### src/pkg/lvt_pkg.sv
// Purpose: constants for the lcd video timing and dither configuration block
// Assumes: 32-bit axi4-lite register access, byte addresses as printed
// Notes: all registers in the documented range except control and status are write-only
package lvt_pkg;
  // ----------------------------------------------------------------
  // register offsets
  // ----------------------------------------------------------------
  localparam logic [11:0] OFF_CTRL = 12'h000;
  localparam logic [11:0] OFF_STATUS = 12'h004;
  localparam logic [11:0] OFF_LINE_TIMING = 12'h02c;
  localparam logic [11:0] OFF_BANK_UPPER = 12'h030;
  localparam logic [11:0] OFF_TOGGLE_LOWER = 12'h034;
  localparam logic [11:0] OFF_RED = 12'h038;
  localparam logic [11:0] OFF_GREEN = 12'h03c;
  localparam logic [11:0] OFF_BLUE = 12'h040;
  localparam logic [11:0] OFF_PAT3 = 12'h044;
  localparam logic [11:0] OFF_PAT4 = 12'h048;
  localparam logic [11:0] OFF_PAT5 = 12'h04c;
  // ----------------------------------------------------------------
  // writable bit masks, reserved bits never stored
  // ----------------------------------------------------------------
  localparam logic [31:0] MASK_CTRL = 32'h001f_003d;
  localparam logic [31:0] MASK_LINE_TIMING = 32'hffdf_f3ff;
  localparam logic [31:0] MASK_BANK_UPPER = 32'hffff_fff0;
  localparam logic [31:0] MASK_TOGGLE_LOWER = 32'hffff_fff0;
  localparam logic [31:0] MASK_BLUE = 32'h0000_ffff;
  localparam logic [31:0] MASK_PAT3 = 32'h0000_0fff;
  localparam logic [31:0] MASK_PAT5 = 32'h000f_ffff;
  localparam logic [31:0] RESET_VALUE = 32'h0000_0000;
  // ----------------------------------------------------------------
  // field positions
  // ----------------------------------------------------------------
  localparam int CTRL_ENABLE_BIT = 0;
  localparam int CTRL_TOGGLE_MODE_BIT = 3;
  localparam int CTRL_COLOUR_MODE_LSB = 4;
  localparam int CTRL_SHIFT_DIV_LSB = 16;
  localparam int LINE_DIV_LSB = 22;
  localparam int HSIZE_LSB = 12;
  localparam int LINE_COUNT_LSB = 0;
  localparam int BANK_LSB = 20;
  localparam int BASE_LSB = 4;
  localparam int TOGGLE_DIV_LSB = 24;
  localparam int SYNC_MASK_LSB = 20;
  localparam int PAT_THREE_OF_FOUR_LSB = 16;
  // ----------------------------------------------------------------
  // colour modes and bus answers
  // ----------------------------------------------------------------
  localparam logic [1:0] MODE_MONO = 2'h0;
  localparam logic [1:0] MODE_GREY2 = 2'h1;
  localparam logic [1:0] MODE_GREY4 = 2'h2;
  localparam logic [1:0] MODE_COLOUR8 = 2'h3;
  localparam logic [1:0] RESP_OKAY = 2'h0;
  localparam logic [1:0] RESP_SLVERR = 2'h2;
endpackage : lvt_pkg

### src/design/lvt_video_timing.sv
// Purpose: lcd panel timing, frame buffer address counters, colour tables, dither pattern store
// Assumes: sys_clk 250 MHz, inputs synchronous, axi4-lite register access
// Notes: register bodies other than control and status are write-only and read back as zero
//
// The implementer's own choice: the AXI4-Lite interface to the registers.
`timescale 1ns/1ns
module lvt_video_timing (
  input wire logic sys_clk,
  input wire logic reset,
  input wire logic [11:0] s_axi_awaddr,
  input wire logic s_axi_awvalid,
  output logic s_axi_awready,
  input wire logic [31:0] s_axi_wdata,
  input wire logic [3:0] s_axi_wstrb,
  input wire logic s_axi_wvalid,
  output logic s_axi_wready,
  output logic [1:0] s_axi_bresp,
  output logic s_axi_bvalid,
  input wire logic s_axi_bready,
  input wire logic [11:0] s_axi_araddr,
  input wire logic s_axi_arvalid,
  output logic s_axi_arready,
  output logic [31:0] s_axi_rdata,
  output logic [1:0] s_axi_rresp,
  output logic s_axi_rvalid,
  input wire logic s_axi_rready,
  input wire logic fetch_advance,
  input wire logic [7:0] pixel_code,
  output logic shift_clock,
  output logic line_load,
  output logic frame,
  output logic ac_drive_toggle,
  output logic line_done_sync,
  output logic [31:0] fetch_addr_upper,
  output logic [31:0] fetch_addr_lower,
  output logic [8:0] horizontal_size_field,
  output logic [3:0] red_shade,
  output logic [3:0] green_shade,
  output logic [3:0] blue_shade,
  output logic [3:0] pat_two_of_three,
  output logic [3:0] pat_one_of_three,
  output logic [3:0] pat_three_of_four,
  output logic [3:0] pat_two_of_four,
  output logic [3:0] pat_four_of_five,
  output logic [3:0] pat_one_of_five,
  output logic [2:0] line_phase_mod7
);
  import lvt_pkg::*;

  // ----------------------------------------------------------------
  // register bus
  // ----------------------------------------------------------------
  logic [11:0] aw_addr_reg;
  logic aw_have_reg;
  logic [31:0] w_data_reg;
  logic [3:0] w_strb_reg;
  logic w_have_reg;
  logic bvalid_reg;
  logic [1:0] bresp_reg;
  logic rvalid_reg;
  logic [31:0] rdata_reg;
  logic [1:0] rresp_reg;
  logic wr_fire;
  logic [31:0] ctrl_reg;
  logic [31:0] timing_reg;
  logic [31:0] bank_upper_reg;
  logic [31:0] toggle_lower_reg;
  logic [31:0] red_reg;
  logic [31:0] green_reg;
  logic [31:0] blue_reg;
  logic [31:0] pat3_reg;
  logic [31:0] pat4_reg;
  logic [31:0] pat5_reg;
  logic [9:0] line_cnt_reg;

  assign s_axi_awready = !aw_have_reg && !bvalid_reg;
  assign s_axi_wready = !w_have_reg && !bvalid_reg;
  assign s_axi_bvalid = bvalid_reg;
  assign s_axi_bresp = bresp_reg;
  assign s_axi_arready = !rvalid_reg;
  assign s_axi_rvalid = rvalid_reg;
  assign s_axi_rdata = rdata_reg;
  assign s_axi_rresp = rresp_reg;
  assign wr_fire = aw_have_reg && w_have_reg && !bvalid_reg;

  function automatic logic [31:0] merge(input logic [31:0] old, input logic [31:0] data,
                                        input logic [3:0] strb, input logic [31:0] mask);
    logic [31:0] res;
    res = old;
    for (int i = 0; i < 4; i++) begin
      if (strb[i]) begin
        res[i*8 +: 8] = data[i*8 +: 8];
      end
    end
    return res & mask;
  endfunction : merge

  always_ff @(posedge sys_clk or posedge reset) begin
    if (reset) begin
      aw_have_reg <= 1'b0;
      aw_addr_reg <= 12'h000;
      w_have_reg <= 1'b0;
      w_data_reg <= RESET_VALUE;
      w_strb_reg <= 4'h0;
      bvalid_reg <= 1'b0;
      bresp_reg <= RESP_OKAY;
    end else begin
      if (s_axi_awvalid && s_axi_awready) begin
        aw_have_reg <= 1'b1;
        aw_addr_reg <= s_axi_awaddr;
      end
      if (s_axi_wvalid && s_axi_wready) begin
        w_have_reg <= 1'b1;
        w_data_reg <= s_axi_wdata;
        w_strb_reg <= s_axi_wstrb;
      end
      if (wr_fire) begin
        aw_have_reg <= 1'b0;
        w_have_reg <= 1'b0;
        bvalid_reg <= 1'b1;
        case (aw_addr_reg)
          OFF_CTRL, OFF_LINE_TIMING, OFF_BANK_UPPER, OFF_TOGGLE_LOWER, OFF_RED, OFF_GREEN,
          OFF_BLUE, OFF_PAT3, OFF_PAT4, OFF_PAT5: bresp_reg <= RESP_OKAY;
          default: bresp_reg <= RESP_SLVERR;
        endcase
      end else if (bvalid_reg && s_axi_bready) begin
        bvalid_reg <= 1'b0;
      end
    end
  end

  // reserved bits are masked off before storing
  always_ff @(posedge sys_clk or posedge reset) begin
    if (reset) begin
      ctrl_reg <= RESET_VALUE;
      timing_reg <= RESET_VALUE;
      bank_upper_reg <= RESET_VALUE;
      toggle_lower_reg <= RESET_VALUE;
      red_reg <= RESET_VALUE;
      green_reg <= RESET_VALUE;
      blue_reg <= RESET_VALUE;
      pat3_reg <= RESET_VALUE;
      pat4_reg <= RESET_VALUE;
      pat5_reg <= RESET_VALUE;
    end else if (wr_fire) begin
      case (aw_addr_reg)
        OFF_CTRL: ctrl_reg <= merge(ctrl_reg, w_data_reg, w_strb_reg, MASK_CTRL);
        OFF_LINE_TIMING: timing_reg <= merge(timing_reg, w_data_reg, w_strb_reg, MASK_LINE_TIMING);
        OFF_BANK_UPPER: bank_upper_reg <= merge(bank_upper_reg, w_data_reg, w_strb_reg, MASK_BANK_UPPER);
        OFF_TOGGLE_LOWER: toggle_lower_reg <= merge(toggle_lower_reg, w_data_reg, w_strb_reg, MASK_TOGGLE_LOWER);
        OFF_RED: red_reg <= merge(red_reg, w_data_reg, w_strb_reg, 32'hffff_ffff);
        OFF_GREEN: green_reg <= merge(green_reg, w_data_reg, w_strb_reg, 32'hffff_ffff);
        OFF_BLUE: blue_reg <= merge(blue_reg, w_data_reg, w_strb_reg, MASK_BLUE);
        OFF_PAT3: pat3_reg <= merge(pat3_reg, w_data_reg, w_strb_reg, MASK_PAT3);
        OFF_PAT4: pat4_reg <= merge(pat4_reg, w_data_reg, w_strb_reg, 32'hffff_ffff);
        OFF_PAT5: pat5_reg <= merge(pat5_reg, w_data_reg, w_strb_reg, MASK_PAT5);
        default: ctrl_reg <= ctrl_reg;
      endcase
    end
  end

  // table registers are write-only; only control and status read back
  always_ff @(posedge sys_clk or posedge reset) begin
    if (reset) begin
      rvalid_reg <= 1'b0;
      rdata_reg <= RESET_VALUE;
      rresp_reg <= RESP_OKAY;
    end else if (s_axi_arvalid && s_axi_arready) begin
      rvalid_reg <= 1'b1;
      rdata_reg <= RESET_VALUE;
      rresp_reg <= RESP_OKAY;
      case (s_axi_araddr)
        OFF_CTRL: rdata_reg <= ctrl_reg;
        OFF_STATUS: rdata_reg <= {20'h00000, ac_drive_toggle, frame, line_cnt_reg};
        OFF_LINE_TIMING, OFF_BANK_UPPER, OFF_TOGGLE_LOWER, OFF_RED, OFF_GREEN,
        OFF_BLUE, OFF_PAT3, OFF_PAT4, OFF_PAT5: rdata_reg <= RESET_VALUE;
        default: rresp_reg <= RESP_SLVERR;
      endcase
    end else if (rvalid_reg && s_axi_rready) begin
      rvalid_reg <= 1'b0;
    end
  end

  // ----------------------------------------------------------------
  // field views
  // ----------------------------------------------------------------
  logic enable;
  logic toggle_mode;
  logic [1:0] colour_mode;
  logic [4:0] shift_div;
  logic [9:0] line_div;
  logic [9:0] line_count;
  logic [7:0] toggle_div;
  logic [3:0] sync_mask;
  assign enable = ctrl_reg[CTRL_ENABLE_BIT];
  assign toggle_mode = ctrl_reg[CTRL_TOGGLE_MODE_BIT];
  assign colour_mode = ctrl_reg[CTRL_COLOUR_MODE_LSB +: 2];
  assign shift_div = ctrl_reg[CTRL_SHIFT_DIV_LSB +: 5];
  assign line_div = timing_reg[LINE_DIV_LSB +: 10];
  assign line_count = timing_reg[LINE_COUNT_LSB +: 10];
  assign toggle_div = toggle_lower_reg[TOGGLE_DIV_LSB +: 8];
  assign sync_mask = toggle_lower_reg[SYNC_MASK_LSB +: 4];
  assign horizontal_size_field = timing_reg[HSIZE_LSB +: 9];

  // ----------------------------------------------------------------
  // line and frame timing
  // ----------------------------------------------------------------
  logic [4:0] half_cnt_reg;
  logic shift_clock_reg;
  logic period_end;
  logic [9:0] shift_cnt_reg;
  logic load_next;
  logic load_reg;
  logic frame_start;
  logic frame_reg;
  logic [3:0] mask_cnt_reg;
  logic done_reg;
  logic [7:0] toggle_cnt_reg;
  logic ac_reg;

  // one shift clock period is 2*(divider+1) sys_clk cycles
  assign period_end = enable && shift_clock_reg && half_cnt_reg == shift_div;
  assign load_next = period_end && shift_cnt_reg == line_div;
  assign frame_start = load_next && line_cnt_reg == line_count;

  always_ff @(posedge sys_clk or posedge reset) begin
    if (reset) begin
      half_cnt_reg <= 5'h00;
      shift_clock_reg <= 1'b0;
    end else if (!enable) begin
      half_cnt_reg <= 5'h00;
      shift_clock_reg <= 1'b0;
    end else if (half_cnt_reg == shift_div) begin
      half_cnt_reg <= 5'h00;
      shift_clock_reg <= !shift_clock_reg;
    end else begin
      half_cnt_reg <= half_cnt_reg + 5'h01;
    end
  end

  always_ff @(posedge sys_clk or posedge reset) begin
    if (reset) begin
      shift_cnt_reg <= 10'h000;
      line_cnt_reg <= 10'h000;
      load_reg <= 1'b0;
      frame_reg <= 1'b0;
    end else if (!enable) begin
      shift_cnt_reg <= 10'h000;
      line_cnt_reg <= 10'h000;
      load_reg <= 1'b0;
      frame_reg <= 1'b0;
    end else begin
      load_reg <= load_next;
      // frame is a one-cycle pulse beside the load that opens the frame
      frame_reg <= frame_start;
      if (load_next) begin
        shift_cnt_reg <= 10'h000;
        line_cnt_reg <= frame_start ? 10'h000 : line_cnt_reg + 10'h001;
      end else if (period_end) begin
        shift_cnt_reg <= shift_cnt_reg + 10'h001;
      end
    end
  end

  // the mask holds the sync pulse off for sync_mask line loads after each frame start
  always_ff @(posedge sys_clk or posedge reset) begin
    if (reset) begin
      mask_cnt_reg <= 4'h0;
      done_reg <= 1'b0;
    end else begin
      done_reg <= 1'b0;
      if (frame_start) begin
        mask_cnt_reg <= sync_mask;
        // the last line of a frame raises done only once the mask count has run down to zero
        done_reg <= mask_cnt_reg == 4'h0;
      end else if (load_next && mask_cnt_reg != 4'h0) begin
        mask_cnt_reg <= mask_cnt_reg - 4'h1;
      end else if (load_next) begin
        done_reg <= 1'b1;
      end
    end
  end

  always_ff @(posedge sys_clk or posedge reset) begin
    if (reset) begin
      toggle_cnt_reg <= 8'h00;
      ac_reg <= 1'b0;
    end else if (toggle_mode) begin
      if (load_next && toggle_cnt_reg == toggle_div) begin
        toggle_cnt_reg <= 8'h00;
        ac_reg <= !ac_reg;
      end else if (load_next) begin
        toggle_cnt_reg <= toggle_cnt_reg + 8'h01;
      end
    end else begin
      toggle_cnt_reg <= 8'h00;
      if (frame_start) begin
        ac_reg <= !ac_reg;
      end
    end
  end

  assign shift_clock = shift_clock_reg;
  assign line_load = load_reg;
  assign frame = frame_reg;
  assign line_done_sync = done_reg;
  assign ac_drive_toggle = ac_reg;

  // ----------------------------------------------------------------
  // frame buffer address counters
  // ----------------------------------------------------------------
  logic [11:0] bank_reg;
  logic [15:0] upper_cnt_reg;
  logic [15:0] lower_cnt_reg;

  always_ff @(posedge sys_clk or posedge reset) begin
    if (reset) begin
      bank_reg <= 12'h000;
      upper_cnt_reg <= 16'h0000;
      lower_cnt_reg <= 16'h0000;
    end else if (frame_start) begin
      bank_reg <= bank_upper_reg[BANK_LSB +: 12];
      upper_cnt_reg <= bank_upper_reg[BASE_LSB +: 16];
      lower_cnt_reg <= toggle_lower_reg[BASE_LSB +: 16];
    end else if (fetch_advance) begin
      upper_cnt_reg <= upper_cnt_reg + 16'h0001;
      lower_cnt_reg <= lower_cnt_reg + 16'h0001;
    end
  end

  assign fetch_addr_upper = {bank_reg, upper_cnt_reg, 4'h0};
  assign fetch_addr_lower = {bank_reg, lower_cnt_reg, 4'h0};

  // ----------------------------------------------------------------
  // colour expansion
  // ----------------------------------------------------------------
  always_ff @(posedge sys_clk or posedge reset) begin
    if (reset) begin
      red_shade <= 4'h0;
      green_shade <= 4'h0;
      blue_shade <= 4'h0;
    end else begin
      red_shade <= 4'h0;
      green_shade <= 4'h0;
      blue_shade <= pixel_code[3:0];
      case (colour_mode)
        MODE_COLOUR8: begin
          red_shade <= red_reg[pixel_code[7:5]*4 +: 4];
          green_shade <= green_reg[pixel_code[4:2]*4 +: 4];
          blue_shade <= blue_reg[pixel_code[1:0]*4 +: 4];
        end
        MODE_GREY2: blue_shade <= blue_reg[pixel_code[1:0]*4 +: 4];
        MODE_MONO: blue_shade <= {4{pixel_code[0]}};
        default: blue_shade <= pixel_code[3:0];
      endcase
    end
  end

  // ----------------------------------------------------------------
  // dither line counters and pattern select
  // ----------------------------------------------------------------
  logic [1:0] ph3_reg;
  logic [1:0] ph4_reg;
  logic [2:0] ph5_reg;
  logic [2:0] ph7_reg;

  always_ff @(posedge sys_clk or posedge reset) begin
    if (reset) begin
      ph3_reg <= 2'h0;
      ph4_reg <= 2'h0;
      ph5_reg <= 3'h0;
      ph7_reg <= 3'h0;
    end else if (load_next) begin
      ph3_reg <= (ph3_reg == 2'h2) ? 2'h0 : ph3_reg + 2'h1;
      ph4_reg <= ph4_reg + 2'h1;
      ph5_reg <= (ph5_reg == 3'h4) ? 3'h0 : ph5_reg + 3'h1;
      ph7_reg <= (ph7_reg == 3'h6) ? 3'h0 : ph7_reg + 3'h1;
    end
  end

  // line 0 always takes the most significant nibble of each field
  always_ff @(posedge sys_clk or posedge reset) begin
    if (reset) begin
      pat_two_of_three <= 4'h0;
      pat_one_of_three <= 4'h0;
      pat_three_of_four <= 4'h0;
      pat_two_of_four <= 4'h0;
      pat_four_of_five <= 4'h0;
      pat_one_of_five <= 4'h0;
    end else begin
      pat_two_of_three <= pat3_reg[(2'd2 - ph3_reg)*4 +: 4];
      pat_one_of_three <= ~pat3_reg[(2'd2 - ph3_reg)*4 +: 4];
      pat_three_of_four <= pat4_reg[PAT_THREE_OF_FOUR_LSB + (2'd3 - ph4_reg)*4 +: 4];
      pat_two_of_four <= pat4_reg[(2'd3 - ph4_reg)*4 +: 4];
      pat_four_of_five <= pat5_reg[(3'd4 - ph5_reg)*4 +: 4];
      pat_one_of_five <= ~pat5_reg[(3'd4 - ph5_reg)*4 +: 4];
    end
  end

  assign line_phase_mod7 = ph7_reg;

  // ----------------------------------------------------------------
  // checks
  // ----------------------------------------------------------------
  a_load_count: assert property (@(posedge sys_clk) disable iff (reset)
    line_load |-> $past(shift_cnt_reg) == $past(line_div))
    else $error("line load without full shift count");
  a_frame_wrap: assert property (@(posedge sys_clk) disable iff (reset)
    frame |-> line_cnt_reg == 10'h000 && $past(line_cnt_reg) == $past(line_count))
    else $error("frame not at line count wrap");
  a_bank_latch: assert property (@(posedge sys_clk) disable iff (reset)
    !frame_start ##1 !$past(frame_start) |-> $stable(fetch_addr_upper[31:20]))
    else $error("bank changed inside a frame");
  a_upper_restart: assert property (@(posedge sys_clk) disable iff (reset)
    frame_start |=> upper_cnt_reg == $past(bank_upper_reg[19:4]))
    else $error("upper counter not restarted");
  a_sync_masked: assert property (@(posedge sys_clk) disable iff (reset)
    frame_start |=> mask_cnt_reg == $past(sync_mask) && line_done_sync == ($past(mask_cnt_reg) == 4'h0))
    else $error("sync mask not loaded");
  a_sync_after_line: assert property (@(posedge sys_clk) disable iff (reset)
    line_done_sync |-> $past(load_next) && $past(mask_cnt_reg) == 4'h0)
    else $error("line done while masked");
  a_frame_toggle: assert property (@(posedge sys_clk) disable iff (reset)
    !toggle_mode && $past(!toggle_mode) && $past(frame_start) |-> ac_drive_toggle != $past(ac_drive_toggle))
    else $error("drive not toggled per frame");
  a_div_toggle: assert property (@(posedge sys_clk) disable iff (reset)
    $changed(ac_drive_toggle) && $past(toggle_mode) |-> $past(toggle_cnt_reg) == $past(toggle_div))
    else $error("drive toggled at wrong line");
  a_red_lookup: assert property (@(posedge sys_clk) disable iff (reset)
    colour_mode == MODE_COLOUR8 && pixel_code[7:5] == 3'h7 ##1 $stable(red_reg)
    |-> red_shade == red_reg[31:28])
    else $error("red code seven wrong nibble");
  a_pattern_line0: assert property (@(posedge sys_clk) disable iff (reset)
    ph3_reg == 2'h0 ##1 $stable(pat3_reg) |-> pat_two_of_three == pat3_reg[11:8]
    && pat_one_of_three == ~pat3_reg[11:8])
    else $error("line zero pattern wrong");
  a_ro_zero: assert property (@(posedge sys_clk) disable iff (reset)
    s_axi_arvalid && s_axi_arready && s_axi_araddr == OFF_RED |=> s_axi_rdata == 32'h0000_0000)
    else $error("write-only register read nonzero");
  c_frame: cover property (@(posedge sys_clk) disable iff (reset) frame);
  c_sync: cover property (@(posedge sys_clk) disable iff (reset) line_done_sync);
  c_drive: cover property (@(posedge sys_clk) disable iff (reset) toggle_mode && $changed(ac_drive_toggle));
endmodule : lvt_video_timing

### config.mk
export PLATFORM = sky130hd
export DESIGN_NAME = lvt_video_timing
export DESIGN_NICKNAME = d
export VERILOG_FILES = /design/src/pkg/lvt_pkg.sv /design/src/design/lvt_video_timing.sv
export SDC_FILE = /design/constraint.sdc
export NUM_CORES = 1
export LEC_CHECK = 0
export BUFFER_PORTS_ARGS = -buffer_cell sky130_fd_sc_hd__buf_2
export CAP_MARGIN = 20
export CORE_MARGIN = 1.5
export CORE_UTILIZATION = 30
export CTS_BUF_LIST = sky130_fd_sc_hd__clkbuf_4
export CTS_CLUSTER_SIZE = 16
export DETAILED_ROUTE_END_ITERATION = 10
export HOLD_SLACK_MARGIN = 0.06
export SYNTH_ARGS = -nofsm -noshare
export SYNTH_HDL_FRONTEND = slang
export SYNTH_SLANG_ARGS = --single-unit
### constraint.sdc
create_clock -name sys_clk -period 38.8 [get_ports sys_clk]
set_clock_uncertainty 0.15 [all_clocks]
set_input_delay 3.88 -clock sys_clk [delete_from_list [all_inputs] [get_ports sys_clk]]
set_output_delay 3.88 -clock sys_clk [all_outputs]
set_load 0.02 [all_outputs]
==> flow_summary.yaml <==
outcome:
  status: "finished clean"
synthesis:
  yosysSeqAreaShare: 0.568
  netlist_area_sq_um: 19500
  yosys_warnings: 0
  synth_edf_count: 0
  avgSynthCellArea_sq_um: 13.3
  dominantRegCellSynth: "dfrtp_1"
  synthesis.instances: 1459
  synth_cell_types: 61
  ys_async_sr_fraction: 1.00
  synth-seq-cells: 442
timing:
  drv_slew: 0
  setup_viol: 0
  fin_hold_ws_ns: 0.328
  tightest_slew_ns: 0.990
  rsz0062_at_grt: "false"
  finalHoldViolations: 0
  finalCritPeriodShare: 0.146
  fin_setup_tns_ns: 0
  fmax_mhz: 177
  relSlewSlack: 0.340
  fin_crit_ns: 5.65
cells_and_area:
  num-fill-cells: 6324
  syn2layout_area_growth_pct: 16.6
  drive_gt1_frac: 0.429
  nets: 1810
route:
  num_vias: 12800
  drc: 0
  dr.pass1.iters: 5
  drt_wl_total_mm: 52.0
  drt_iter0_drc: 758
  wl_per_cell_um: 19.5
  drtAntennaViolNets: 0
  viasPerCell: 4.80
place:
  dpl.hpwl_mm: 35.7
  gp_congestion: 0.790
  io_buffers: 208
worst_hold_path:
  holdCritStartpoint: "bank_upper_reg[12]"
  hold_path_end: "upper_cnt_reg[8]"
  min_path_cells: 1
  hp-class: "reg -> reg"
power_and_ir_drop:
  irDropWorstVdd_mv: 0.0329
  p_leak_nw: 11.3
  p_total_mw: 1.14
  p_per_area_nw_per_um2: 50.2
floorplanning:
  dieArea_sq_um: 66400
  coreArea_sq_um: 64300
  initial_core_util: 0.303
  rows: 93
  die_y_um: 258
  num_io_pins: 234
  fp.dieW_um: 258
setup_path:
  r2r_setup_slack_ns: 35.10
  critPathKind: "reg -> out"
  cp_max_fo: 4
  worstRegToRegCells: 6
  critPathLaunchType: "flop"
  endpoint_kind: "primary output"
  critical_path_required_ns: 34.77
  r2r_end: "lower_cnt_reg[6]"
  rr_startpoint: "line_cnt_reg[1]"
  cp.arrival_ns: 1.62
global_routing:
  grt_pass1_wl_mm: 80.4
  grt_max_degree: 179
  antenna_found_initial: 10
  grt_pass1_vias: 13300
  overflow: 0
  grtUsageTotal: 0.158
clock_network:
  clk_pin_slew_worst_paths_ns: 0.07
  cts.path.max_buffers: 3
  cts_sinks: 442
  cts_root_buf: "clkbuf_4"
  tritoncts: "built"
  clock_latency_ns: 0.89
  cts_buffers: 119
  h-tree-depth: 3
  ctsHoldBuffers: 0
  cts.repair.resized: 0
  cts_setup_buffers: 0
flow_run:
  cap_violations: 0
-- power breakdown --
group,switching (mW),total [mW],internal (mW),leakage [nW]
logic,0.0696,0.132,0.0622,4.46
clock network,0.198,0.405,0.207,0.882
registers,0.105,0.604,0.498,5.98
-- cells in the final DEF (no fill, tap or decap), types with 25 or more instances in the layout --
| cell | count |
|---|---|
| dfrtp_1 | 442 |
| mux2_2 | 329 |
| buf_2 | 208 |
| clkbuf_4 | 176 |
| nand2_1 | 90 |
| nand3_1 | 54 |
| o21ai_0 | 44 |
| nor2_1 | 43 |
| xnor2_1 | 37 |
| xor2_1 | 35 |
| mux4_2 | 31 |
| inv_1 | 30 |
| a21oi_1 | 25 |
| conb_1 | 25 |
-- cells by family after synthesis --
family,count (synthesis),synth area share
AOI/OAI and AO/OA,114,0.0357
xor gates and xnor gates,72,0.0324
adders and majority gates,13,0.00835
buffers and inverters,133,0.0365
DFF,442,0.568
muxes,386,0.240
other,1,0.000193
and+or+nand+nor,298,0.0790
-- final cells by class --
type	instances	area, sq um	area share
tap	855	1070	0.0471
inverter	33	131	0.00579
multi-input combinational	908	7790	0.343
clock buffer	176	1320	0.0582
antenna	2	5.00	0.000220
timing repair buffer	217	1160	0.0511
clock inverter	31	160	0.00706
sequential	442	11100	0.487
-- metal layers --
metal | GRT usage | part of all wire
met5 | 0 | 0.0013
met2 | 0.250 | 0.47
met3 | 0.0361 | 0.056
met1 | 0.212 | 0.46
met4 | 0.0543 | 0.018
-- critical path, cell delays in order, from the launching register on --
cell and delay, ns:
dfrtp_1 0.42, nor2_1 0.15, buf_2 0.19
-- synthesized netlist by cell type (all sizes together) (4+ instances only) --
master	instances	area share
nand4	14	0.0045
nor3	13	0.0039
nand3b	4	0.0015
nand3	57	0.015
nor2	43	0.0083
ha	13	0.0084
inv	32	0.0062
or3	7	0.0022
mux2i	22	0.011
and2	6	0.0019
mux4	31	0.036
nand2b	7	0.0022
a21oi	25	0.0064
xnor2	37	0.017
nand4b	8	0.0036
clkbuf	39	0.0077
dfrtp	442	0.57
or4	4	0.0015
mux2	333	0.19
a22o	13	0.0058
o21ai	46	0.012
and4	5	0.0022
a31oi	9	0.0029
nor4	12	0.0039
xor2	35	0.016
nand2	90	0.017
buf	61	0.022
and3	15	0.0048
-- per-stage QoR --
| stage | cells | area (sq um) | setup WS, ns | utilization |
|---|---|---|---|---|
| 2_1_floorplan | 1483 | 19600 | 22.45 | - |
| 6_report | 2664 | 22700 | 33.15 | 0.353 |
| 4_1_cts | 2660 | 22600 | 33.05 | 0.352 |
| 5_1_grt | 2663 | 22700 | 32.98 | 0.353 |
| 3_3_place_gp | 2453 | 21200 | 32.22 | 0.329 |
| 3_5_place_dp | 2453 | 21200 | 32.14 | 0.329 |
-- worst max path at each step --
| stage | slack (ns) | cells past startpoint | end | start |
|---|---|---|---|---|
| 2_1_floorplan | 22.45 | 1 | ac_drive_toggle | reset |
| 4_1_cts | 33.05 | 2 | s_axi_wready | w_have_reg |
| 6_report | 33.15 | 2 | s_axi_wready | w_have_reg |
| 3_3_place_gp | 32.22 | 4 | line_done_sync | reset |
| 5_1_grt | 32.98 | 5 | line_done_sync | reset |
| 3_5_place_dp | 32.14 | 4 | s_axi_rdata[6] | reset |
(Power assumes the default switching activity.)
